### src/rtl/iabr_pkg.sv
package iabr_pkg;

    // ************************************************************
    // Register offsets and reset values.
    // ************************************************************
    localparam logic [7:0] OFS_SCRATCH = 8'h79;
    localparam logic [7:0] OFS_CONTROL = 8'hB0;
    localparam logic [7:0] OFS_OFFSET = 8'hB1;
    localparam logic [7:0] OFS_DATA = 8'hB2;
    localparam logic [7:0] OFS_SELF_TEST = 8'hB3;
    localparam logic [7:0] SCRATCH_RESET = 8'h01;
    localparam logic [7:0] CONTROL_RESET = 8'h00;
    localparam logic [7:0] OFFSET_RESET = 8'h00;
    localparam logic [7:0] SELF_TEST_RESET = 8'h08;
    localparam logic [7:0] OFFSET_STEP = 8'h01;
    localparam logic [7:0] READ_ZERO = 8'h00;

    // ************************************************************
    // Field positions.
    // ************************************************************
    localparam int CTL_SEL_HI = 5;
    localparam int CTL_SEL_LO = 2;
    localparam int CTL_AUTOINC_BIT = 1;
    localparam int CTL_PREFETCH_BIT = 0;
    localparam int ST_MODE_HI = 7;
    localparam int ST_MODE_LO = 6;
    localparam int ST_PIN_BIT = 3;
    localparam int ST_CLK_HI = 2;
    localparam int ST_CLK_LO = 1;
    localparam int ST_EN_BIT = 0;

    // ************************************************************
    // Target codes, block slots and self-test modes.
    // ************************************************************
    localparam logic [3:0] TGT_PATTERN = 4'h0;
    localparam logic [3:0] TGT_PORT0 = 4'h1;
    localparam logic [3:0] TGT_PORT1 = 4'h2;
    localparam logic [3:0] TGT_SHARED = 4'h5;
    localparam logic [3:0] TGT_BOTH_PORTS = 4'h6;
    localparam int NUM_BLOCKS = 4;
    localparam int BLK_PATTERN = 0;
    localparam int BLK_PORT0 = 1;
    localparam int BLK_PORT1 = 2;
    localparam int BLK_SHARED = 3;
    localparam logic [1:0] MODE_STATIC = 2'h0;
    localparam logic [1:0] MODE_ALTERNATE = 2'h1;
    localparam int MODE_DATA_BIT = 1;
    localparam logic [7:0] REMOTE_CLOCK_OFFSET = 8'h14;

    typedef struct packed {
        logic [7:0] offset;
        logic [7:0] wdata;
        logic [NUM_BLOCKS-1:0] wr;
        logic [NUM_BLOCKS-1:0] rd;
    } iabr_window_req_type;

    typedef struct packed {
        logic [7:0] offset;
        logic [1:0] clock_select;
    } iabr_remote_write_type;

    typedef enum logic {
        RW_IDLE,
        RW_BUSY
    } iabr_remote_state_type;

endpackage

### src/rtl/iabr_regs.sv
// Design decision made here: the strobed register port.
`timescale 1ns/1ps
// Functional notes
// - Scratch byte, resets 0x01, plain storage.
// - Select field picks the indirect target block.
// - Code 0110 writes both ports together.
// - Auto-increment advances offset after each access.
// - Offset write with prefetch strobes a read.
// - Prefetch plus autoinc strobes after data read.
// - Offset register addresses the selected block.
// - Data write stores byte at current offset.
// - Data read returns selected block register.
// - Output mode: static, alternating, data-driven.
// - Pin or register bits control self-test.
// - Enable sends clock select to remote 0x14.
// - Enable bit starts or stops self-test.
module iabr_regs (
    input wire logic core_clk_i,
    input wire logic srst_i,
    input wire logic [7:0] reg_addr_i,
    input wire logic [7:0] reg_wdata_i,
    input wire logic reg_wr_i,
    input wire logic reg_rd_i,
    output logic [7:0] reg_rdata_o,
    output iabr_pkg::iabr_window_req_type window_req_o,
    input wire logic [iabr_pkg::NUM_BLOCKS-1:0][7:0] window_rdata_i,
    input wire logic self_test_pin_i,
    input wire logic self_test_data_i,
    output logic self_test_active_o,
    output logic self_test_out_o,
    output logic remote_req_o,
    output iabr_pkg::iabr_remote_write_type remote_payload_o,
    input wire logic remote_ack_i
);
    import iabr_pkg::*;

    logic [7:0] scratch_reg;
    logic [7:0] control_reg;
    logic [7:0] offset_reg;
    logic [7:0] self_test_reg;
    logic prefetch_reg;
    logic active_reg;
    logic toggle_reg;
    logic [3:0] window_target_select;
    logic window_offset_autoinc;
    logic window_prefetch_enable;
    logic [1:0] self_test_output_mode;
    logic self_test_pin_control;
    logic [1:0] self_test_clock_select;
    logic active_next;
    logic data_wr;
    logic data_rd;
    logic offset_wr;
    logic start_remote;

    // ************************************************************
    // Decoding shared by write and read paths.
    // ************************************************************
    function automatic logic [NUM_BLOCKS-1:0] target_mask(input logic [3:0] sel,
                                                          input logic is_write);
        logic [NUM_BLOCKS-1:0] mask;
        mask = '0;
        case (sel)
            TGT_PATTERN: mask[BLK_PATTERN] = 1'b1;
            TGT_PORT0: mask[BLK_PORT0] = 1'b1;
            TGT_PORT1: mask[BLK_PORT1] = 1'b1;
            TGT_SHARED: mask[BLK_SHARED] = 1'b1;
            TGT_BOTH_PORTS: begin
                // Broadcast only makes sense for writes; reads come from port 0.
                mask[BLK_PORT0] = 1'b1;
                mask[BLK_PORT1] = is_write;
            end
            default: mask = '0;
        endcase
        return mask;
    endfunction

    function automatic logic [7:0] window_read(input logic [3:0] sel,
                                               input logic [NUM_BLOCKS-1:0][7:0] rdata);
        logic [7:0] value;
        logic [NUM_BLOCKS-1:0] mask;
        value = READ_ZERO;
        mask = target_mask(sel, 1'b0);
        for (int i = 0; i < NUM_BLOCKS; i++) begin
            if (mask[i]) begin
                value = rdata[i];
            end
        end
        return value;
    endfunction

    assign window_target_select = control_reg[CTL_SEL_HI:CTL_SEL_LO];
    assign window_offset_autoinc = control_reg[CTL_AUTOINC_BIT];
    assign window_prefetch_enable = control_reg[CTL_PREFETCH_BIT];
    assign self_test_output_mode = self_test_reg[ST_MODE_HI:ST_MODE_LO];
    assign self_test_pin_control = self_test_reg[ST_PIN_BIT];
    assign self_test_clock_select = self_test_reg[ST_CLK_HI:ST_CLK_LO];
    assign data_wr = reg_wr_i && reg_addr_i == OFS_DATA;
    assign data_rd = reg_rd_i && reg_addr_i == OFS_DATA;
    assign offset_wr = reg_wr_i && reg_addr_i == OFS_OFFSET;

    // ************************************************************
    // Host-visible registers.
    // ************************************************************
    always_ff @(posedge core_clk_i) begin
        if (srst_i) begin
            scratch_reg <= SCRATCH_RESET;
        end else if (reg_wr_i && reg_addr_i == OFS_SCRATCH) begin
            scratch_reg <= reg_wdata_i;
        end
    end

    // Bits above the select field are reserved and never stored.
    always_ff @(posedge core_clk_i) begin
        if (srst_i) begin
            control_reg <= CONTROL_RESET;
        end else if (reg_wr_i && reg_addr_i == OFS_CONTROL) begin
            control_reg <= {2'h0, reg_wdata_i[CTL_SEL_HI:0]};
        end
    end

    always_ff @(posedge core_clk_i) begin
        if (srst_i) begin
            offset_reg <= OFFSET_RESET;
        end else if (offset_wr) begin
            offset_reg <= reg_wdata_i;
        end else if ((data_wr || data_rd) && window_offset_autoinc) begin
            offset_reg <= offset_reg + OFFSET_STEP;
        end
    end

    always_ff @(posedge core_clk_i) begin
        if (srst_i) begin
            self_test_reg <= SELF_TEST_RESET;
        end else if (reg_wr_i && reg_addr_i == OFS_SELF_TEST) begin
            self_test_reg <= reg_wdata_i;
        end
    end

    always_ff @(posedge core_clk_i) begin
        if (srst_i) begin
            reg_rdata_o <= READ_ZERO;
        end else if (reg_rd_i) begin
            case (reg_addr_i)
                OFS_SCRATCH: reg_rdata_o <= scratch_reg;
                OFS_CONTROL: reg_rdata_o <= control_reg;
                OFS_OFFSET: reg_rdata_o <= offset_reg;
                OFS_DATA: reg_rdata_o <= window_read(window_target_select,
                                                     window_rdata_i);
                OFS_SELF_TEST: reg_rdata_o <= self_test_reg;
                default: reg_rdata_o <= READ_ZERO;
            endcase
        end else begin
            reg_rdata_o <= READ_ZERO;
        end
    end

    // ************************************************************
    // Indirect window towards the internal blocks.
    // ************************************************************
    // Prefetch strobe fires one cycle late so it sees the updated offset.
    always_ff @(posedge core_clk_i) begin
        if (srst_i) begin
            prefetch_reg <= 1'b0;
        end else begin
            prefetch_reg <= (offset_wr && window_prefetch_enable)
                || (data_rd && window_prefetch_enable && window_offset_autoinc);
        end
    end

    // The write strobe is immediate so the write uses the offset before any auto-increment.
    always_comb begin
        window_req_o.offset = offset_reg;
        window_req_o.wdata = reg_wdata_i;
        window_req_o.wr = data_wr ? target_mask(window_target_select, 1'b1) : '0;
        window_req_o.rd = prefetch_reg ? target_mask(window_target_select, 1'b0) : '0;
    end

    // ************************************************************
    // Self-test control.
    // ************************************************************
    assign active_next = self_test_pin_control ? self_test_pin_i
                                               : self_test_reg[ST_EN_BIT];

    always_ff @(posedge core_clk_i) begin
        if (srst_i) begin
            active_reg <= 1'b0;
        end else begin
            active_reg <= active_next;
        end
    end

    always_ff @(posedge core_clk_i) begin
        if (srst_i) begin
            toggle_reg <= 1'b0;
        end else if (!active_reg) begin
            toggle_reg <= 1'b0;
        end else if (self_test_output_mode[MODE_DATA_BIT]) begin
            toggle_reg <= self_test_data_i;
        end else if (self_test_output_mode == MODE_ALTERNATE) begin
            toggle_reg <= ~toggle_reg;
        end else begin
            toggle_reg <= 1'b0;
        end
    end

    assign self_test_active_o = active_reg;
    assign self_test_out_o = toggle_reg;
    // Clock select 3 is not blocked here; the host keeps clear of it.
    assign start_remote = active_next && !active_reg;

    iabr_remote_writer u_remote_writer (
        .core_clk_i(core_clk_i),
        .srst_i(srst_i),
        .start_i(start_remote),
        .clock_select_i(self_test_clock_select),
        .ack_i(remote_ack_i),
        .req_o(remote_req_o),
        .payload_o(remote_payload_o)
    );
endmodule

### src/rtl/iabr_remote_writer.sv
`timescale 1ns/1ps
module iabr_remote_writer (
    input wire logic core_clk_i,
    input wire logic srst_i,
    input wire logic start_i,
    input wire logic [1:0] clock_select_i,
    input wire logic ack_i,
    output logic req_o,
    output iabr_pkg::iabr_remote_write_type payload_o
);
    import iabr_pkg::*;

    iabr_remote_state_type state_reg;

    // ************************************************************
    // Request holds until the control channel acknowledges it.
    // ************************************************************
    always_ff @(posedge core_clk_i) begin
        if (srst_i) begin
            state_reg <= RW_IDLE;
        end else begin
            case (state_reg)
                RW_IDLE: begin
                    if (start_i) begin
                        state_reg <= RW_BUSY;
                    end
                end
                RW_BUSY: begin
                    if (ack_i) begin
                        state_reg <= RW_IDLE;
                    end
                end
                default: begin
                    state_reg <= RW_IDLE;
                end
            endcase
        end
    end

    // A start seen while busy is dropped; enable edges that close are rare.
    always_ff @(posedge core_clk_i) begin
        if (srst_i) begin
            payload_o <= '0;
        end else if (start_i && state_reg == RW_IDLE) begin
            payload_o.offset <= REMOTE_CLOCK_OFFSET;
            payload_o.clock_select <= clock_select_i;
        end
    end

    assign req_o = (state_reg == RW_BUSY);

endmodule

### config.mk
export PLATFORM = sky130hd
export DESIGN_NAME = iabr_regs
export DESIGN_NICKNAME = d
export VERILOG_FILES = /design/src/rtl/iabr_pkg.sv /design/src/rtl/iabr_regs.sv /design/src/rtl/iabr_remote_writer.sv
export SDC_FILE = /design/constraint.sdc
export NUM_CORES = 1
export LEC_CHECK = 0
export BUFFER_PORTS_ARGS = -buffer_cell sky130_fd_sc_hd__buf_2
export CAP_MARGIN = 20
export CORE_UTILIZATION = 54
export DETAILED_ROUTE_END_ITERATION = 16
export PLACE_DENSITY = 0.95
export SLEW_MARGIN = 5
export SYNTH_ARGS = -nofsm -noshare
export SYNTH_HDL_FRONTEND = slang
export SYNTH_SLANG_ARGS = --single-unit
### constraint.sdc
create_clock -name core_clk_i -period 3.4 [get_ports core_clk_i]
set_input_delay 0.51 -clock core_clk_i [delete_from_list [all_inputs] [get_ports core_clk_i]]
set_output_delay 0.51 -clock core_clk_i [all_outputs]
set_load 0.05 [all_outputs]
== Word level (Yosys, flattened, before mapping) ==
Cells that the tools add are included.
Storage, ports and cells
  register bits after elaboration: 45
  latch bits: 0
  RAM bits: 0
  bits in read-only memories: 0
  input port bits: 55
  output and inout port bits: 45
  logic and storage cells: 79
  memories: 0
Cells by class
  add/subtract/negate cells: 1
  $mul: 0
  divide/modulo/power cells: 0
  $lt $le $gt $ge: 0
  equality and inequality tests: 10
  shift-type cells: 0
  mux-type cells: 32
  bitwise gates (word level): 4
  reduce and logical (&&, ||, !) cells: 21
Operator list (count)
  $mux W8: 6
  $pmux W8 S5: 1
  $eq A8 B8 Y1 const B: 4
  $mux W1: 22
  $logic_and A1 B1 Y1: 12
  $add A8 B1 Y8 const B: 1
  $eq A4 B3 Y1 const B: 2
  $eq A8 B7 Y1 const B: 1
  $mux W4: 2
  $reduce_or A2 Y1: 4
  $eq A4 B1 Y1 const B: 1
  $eq A4 B2 Y1 const B: 1
  $logic_not A4 Y1: 1
  $not A1 Y1: 4
  $eq A2 B1 Y1 const B: 1
  $logic_or A1 B1 Y1: 2
  $pmux W1 S2: 1
  $reduce_bool A2 Y1: 1
  $logic_not A1 Y1: 1

== Longest topological paths before layout ==
  word-level depth: 10
  mapped depth: 6
  gate-level depth less buffers: 5

== By module ==
From an unflattened synthesis, not the netlist that was laid out.
Unflattened totals
  cell total of the unflattened synthesis: 323
  area, all modules: 2686.3 µm²
Modules (own cells, without submodules)
  iabr_regs: times used 1, cells an instance 299, area each 2446.1 µm², sequential area each 820.8 µm²
  iabr_remote_writer: times used 1, cells an instance 24, area each 240.2 µm², sequential area each 80.1 µm²

== Worst setup path before layout ==
OpenSTA, ideal clock, no wires.
  kind: input-to-output
  from: input reg_addr_i[6]
  to: output window_req_o[6] (netlist name)
  arrival: 2929 ps
  data required time: 2890 ps
  path slack: -39 ps
  stages on the path: 4
  buffers on the path: 0
  cells stage by stage: or3b_1 -> nor2_2 -> nand3_1 -> nor4b_1
RTL lines
  start, declared: line iabr_regs.sv:20  | input wire logic [7:0] reg_addr_i,
  end, declared: line iabr_regs.sv:25  | output iabr_pkg::iabr_window_req_type window_req_o,

==> flow_summary.ini <==
[die]
die_h_um = 73.69
io_pins = 100
num_rows = 25
start_util_pct = 57.24
die_area_um2 = 5430
core_area_um2 = 4848
dieWidth_um = 73.69

[logic_synthesis]
yosys.area_share.simple_pct = 23.94
synth_ff_type = dfxtp_1
muxShareOfSynthArea_pct = 12.53
synth_edf_count = 0
synth.distinct_cells = 55
synth.top_cell.area_share_pct = 32.46
yosysTopAreaCell = dfxtp_1
ys_seq_area_share_pct = 32.46
synth_compound_area_share_pct = 21.82
postSynthAreaPerCell_um2 = 8.619
synth_adder_area_share_pct = 0.4509
synth_top_family_by_area = simple AND/OR/NAND/NOR gates
yosysWarnings = 0
ys_async_sr_fraction_pct = 0
ys_ff_latch = 45
synth.area.top_cells = dfxtp_1 32%, mux2i_1 10%, nor2_1 4.3%
synth_cells = 322
synth_xor_area_share_pct = 0
netlist_area_um2 = 2775

[grt]
top_usage_layer = met2
grt_use_total_pct = 28.35
antenna_found_initial = 0
grt_overflow_total = 0
grt_pass1_wl_um = 11770
grtUsageMet3_pct = 6.036
met2_usage_pct = 47.09
grt_max_degree = 41
grt.met1_usage_pct = 35.55
grt_pass1_vias = 2517

[placement]
place_area_um2 = 3151
post-dp-hpwl_um = 5519
placed_cells = 451
io_buffers = 93
gp_congestion = 0.8744

[power]
swShare_pct = 28.25
p_leak_nw = 1.389
vdd_drop_max_mv = 0.2418
power_frac_comb_pct = 14.7
switching_power_uw = 283.4
intPower_uw = 719.6
seq_power_share_pct = 53.0
power_density_nw_per_um2 = 310.2
clock_power_share_pct = 32.2

[cells_and_area]
drive_above_1_share_pct = 29.59
layout_commonest_cell = buf_2
areaGrowthSynthToFinish_pct = 16.50
post-route-util_pct = 66.68
nNetsFinal = 447
finalInstanceArea_um2 = 3233
final_cell_mix = 93 x buf_2, 45 x dfxtp_1, 32 x nor2_1
post_layout_nonfiller_instances = 459
antennaDiodeCount = 0

[worst_setup_path]
crit_family = simple AND/OR/NAND/NOR gates
crit_start = control_reg[4]$_SDFFE_PP0P_
path_cells = or4bb_1 > nor2_1 > buf_2
cp-endpoint = window_req_o[7]
cp-end-kind = output port
cpMaxStageDelayCell = dfxtp_1
r2r_end = reg_rdata_o[2]$_SDFF_PP0_
cpPeakStageDelay_ns = 0.84
r2r_cells = 4
arrival_ns = 2.27
path_depth = 3
rrSetupSlack_ns = 1.23
crit_fanout = 24
setup.worst_path.start_class = flip-flop
cp.required_ns = 2.89
cp_num_buf_inv = 1
criticalPathCategory = flip-flop to output port
timing.rr.start = control_reg[4]$_SDFFE_PP0P_

[timing]
drv_slew = 0
finalCritPeriodShare_pct = 81.78
fin_skew_ns = 0.001590
setup_viol = 0
finalSetupTns_ns = 0
finalHoldViolations = 0
max_clock_freq_mhz = 359.6
relSlewSlack_pct = 47.79
worst_pin_slew_ns = 0.7821
period_needed_ns = 2.781
rsz0062_at_grt = false

[run_status]
outcome = finished clean

[routing]
ant_nets = 0
viasPerCell = 6.118
drc = 0
vias = 2808
wirelength_um = 7453
routedWlPerCell_um = 16.24
drt_iter0_drc = 221
firstDrtPassIters = 5

[clocking]
h-tree-depth = 2
cts_buffers = 5
root_buffer = clkbuf_8
cts_setup_buffers = 0
clk_pin_slew_ns = 0.08
cts_tree = done
cts_resized = 0
cts.path.max_buffers = 2
clock-sinks = 45
clkLatencyLatePin_ns = 0.30
postCtsHoldBufs = 0

[run]
cap_violations = 0

[min_path]
holdCritStartpoint = u_remote_writer.payload_o[4]$_SDFFE_PP0P_
min_path_type = flip-flop to flip-flop
-- cell type report --
cell class                      count  area (um2)
Clock buffer                        6       72.57
Clock inverter                      2       10.01
Fill cell                         402        1615
Inverter                           11       41.29
Multi-Input combinational cell    235        1659
Sequential cell                    45       900.9
Tap cell                           67       83.83
Timing Repair Buffer               93       465.4
-- power groups by stage --
stage	Clock, mW	Sequential, mW	Combinational, mW
final	0.323	0.532	0.148
after global routing	0.351	0.533	0.156
after CTS	0.329	0.532	0.146
after detailed placement	0	0.545	0.146
after global placement	0	0.544	0.142
after floorplan	0	0.553	0.0933
-- cells in the mapped netlist (2+ instances only) --
| master | number |
|---|---|
| a31oi_1 | 3 |
| buf_4 | 15 |
| buf_2 | 6 |
| nor3_1 | 3 |
| nor4b_1 | 2 |
| a21oi_1 | 7 |
| and4_1 | 2 |
| mux2i_1 | 28 |
| and3_1 | 4 |
| o21ai_0 | 11 |
| mux2_2 | 6 |
| nand4b_1 | 3 |
| a211o_1 | 5 |
| or4bb_1 | 2 |
| nand3b_1 | 3 |
| a22oi_1 | 14 |
| buf_1 | 2 |
| nor2_1 | 32 |
| inv_1 | 11 |
| nand3_1 | 4 |
| dfxtp_1 | 45 |
| clkbuf_1 | 13 |
| o211a_1 | 2 |
| nand2b_1 | 9 |
| or3_1 | 2 |
| nor3b_1 | 4 |
| o22ai_1 | 14 |
| a211oi_1 | 11 |
| nand2_1 | 5 |
| o32ai_1 | 3 |
| nor2b_1 | 15 |
| o21a_1 | 8 |
| nand4_1 | 4 |
| and3b_1 | 3 |
-- worst min path at each step --
stage                                                 to  slack, ns  cells after the start
4_1_cts        u_remote_writer.payload_o[4]$_SDFFE_PP0P_       0.46                      2
3_5_place_dp   u_remote_writer.payload_o[4]$_SDFFE_PP0P_       0.45                      2
2_1_floorplan              self_test_reg[4]$_SDFFE_PP0P_       0.45                      2
3_3_place_gp   u_remote_writer.payload_o[4]$_SDFFE_PP0P_       0.44                      2
6_report       u_remote_writer.payload_o[4]$_SDFFE_PP0P_       0.46                      2
5_1_grt                 u_remote_writer.req_o$_SDFF_PP0_       0.47                      3
-- stage by stage --
stage,power (mW),setup slack (ns),hold WS (ns)
global placement,0.6865,0.8126,0.4434
finish,1.003,0.6193,0.4593
floorplan,0.6466,0.4222,0.4544
CTS,1.007,0.6525,0.4633
detailed placement,0.6902,0.7371,0.4510
global route,1.041,0.4790,0.4677
-- worst register-to-register path: cells and delay by family, from the launching register on --
| kind | cells | cell delay, ns |
|---|---|---|
| flops | 1 | 0.84 |
| simple gates | 1 | 0.72 |
| compound gates | 3 | 0.52 |
-- cells by family after synthesis --
group / count (synthesis)
simple gates: 108
compound gates: 86
buf+inv: 47
flops: 45
mux: 34
fa+ha+maj: 1
other cells: 1
-- metal layers --
layer  share of wire, %  vias to the layer above
met3                7.6                       29
met4                2.8                        0
met2                 50                      157
met1                 40                     1315
li1                   -                     1307
met5                  0                        -
Note: power is estimated with default switching activity, not from simulation.
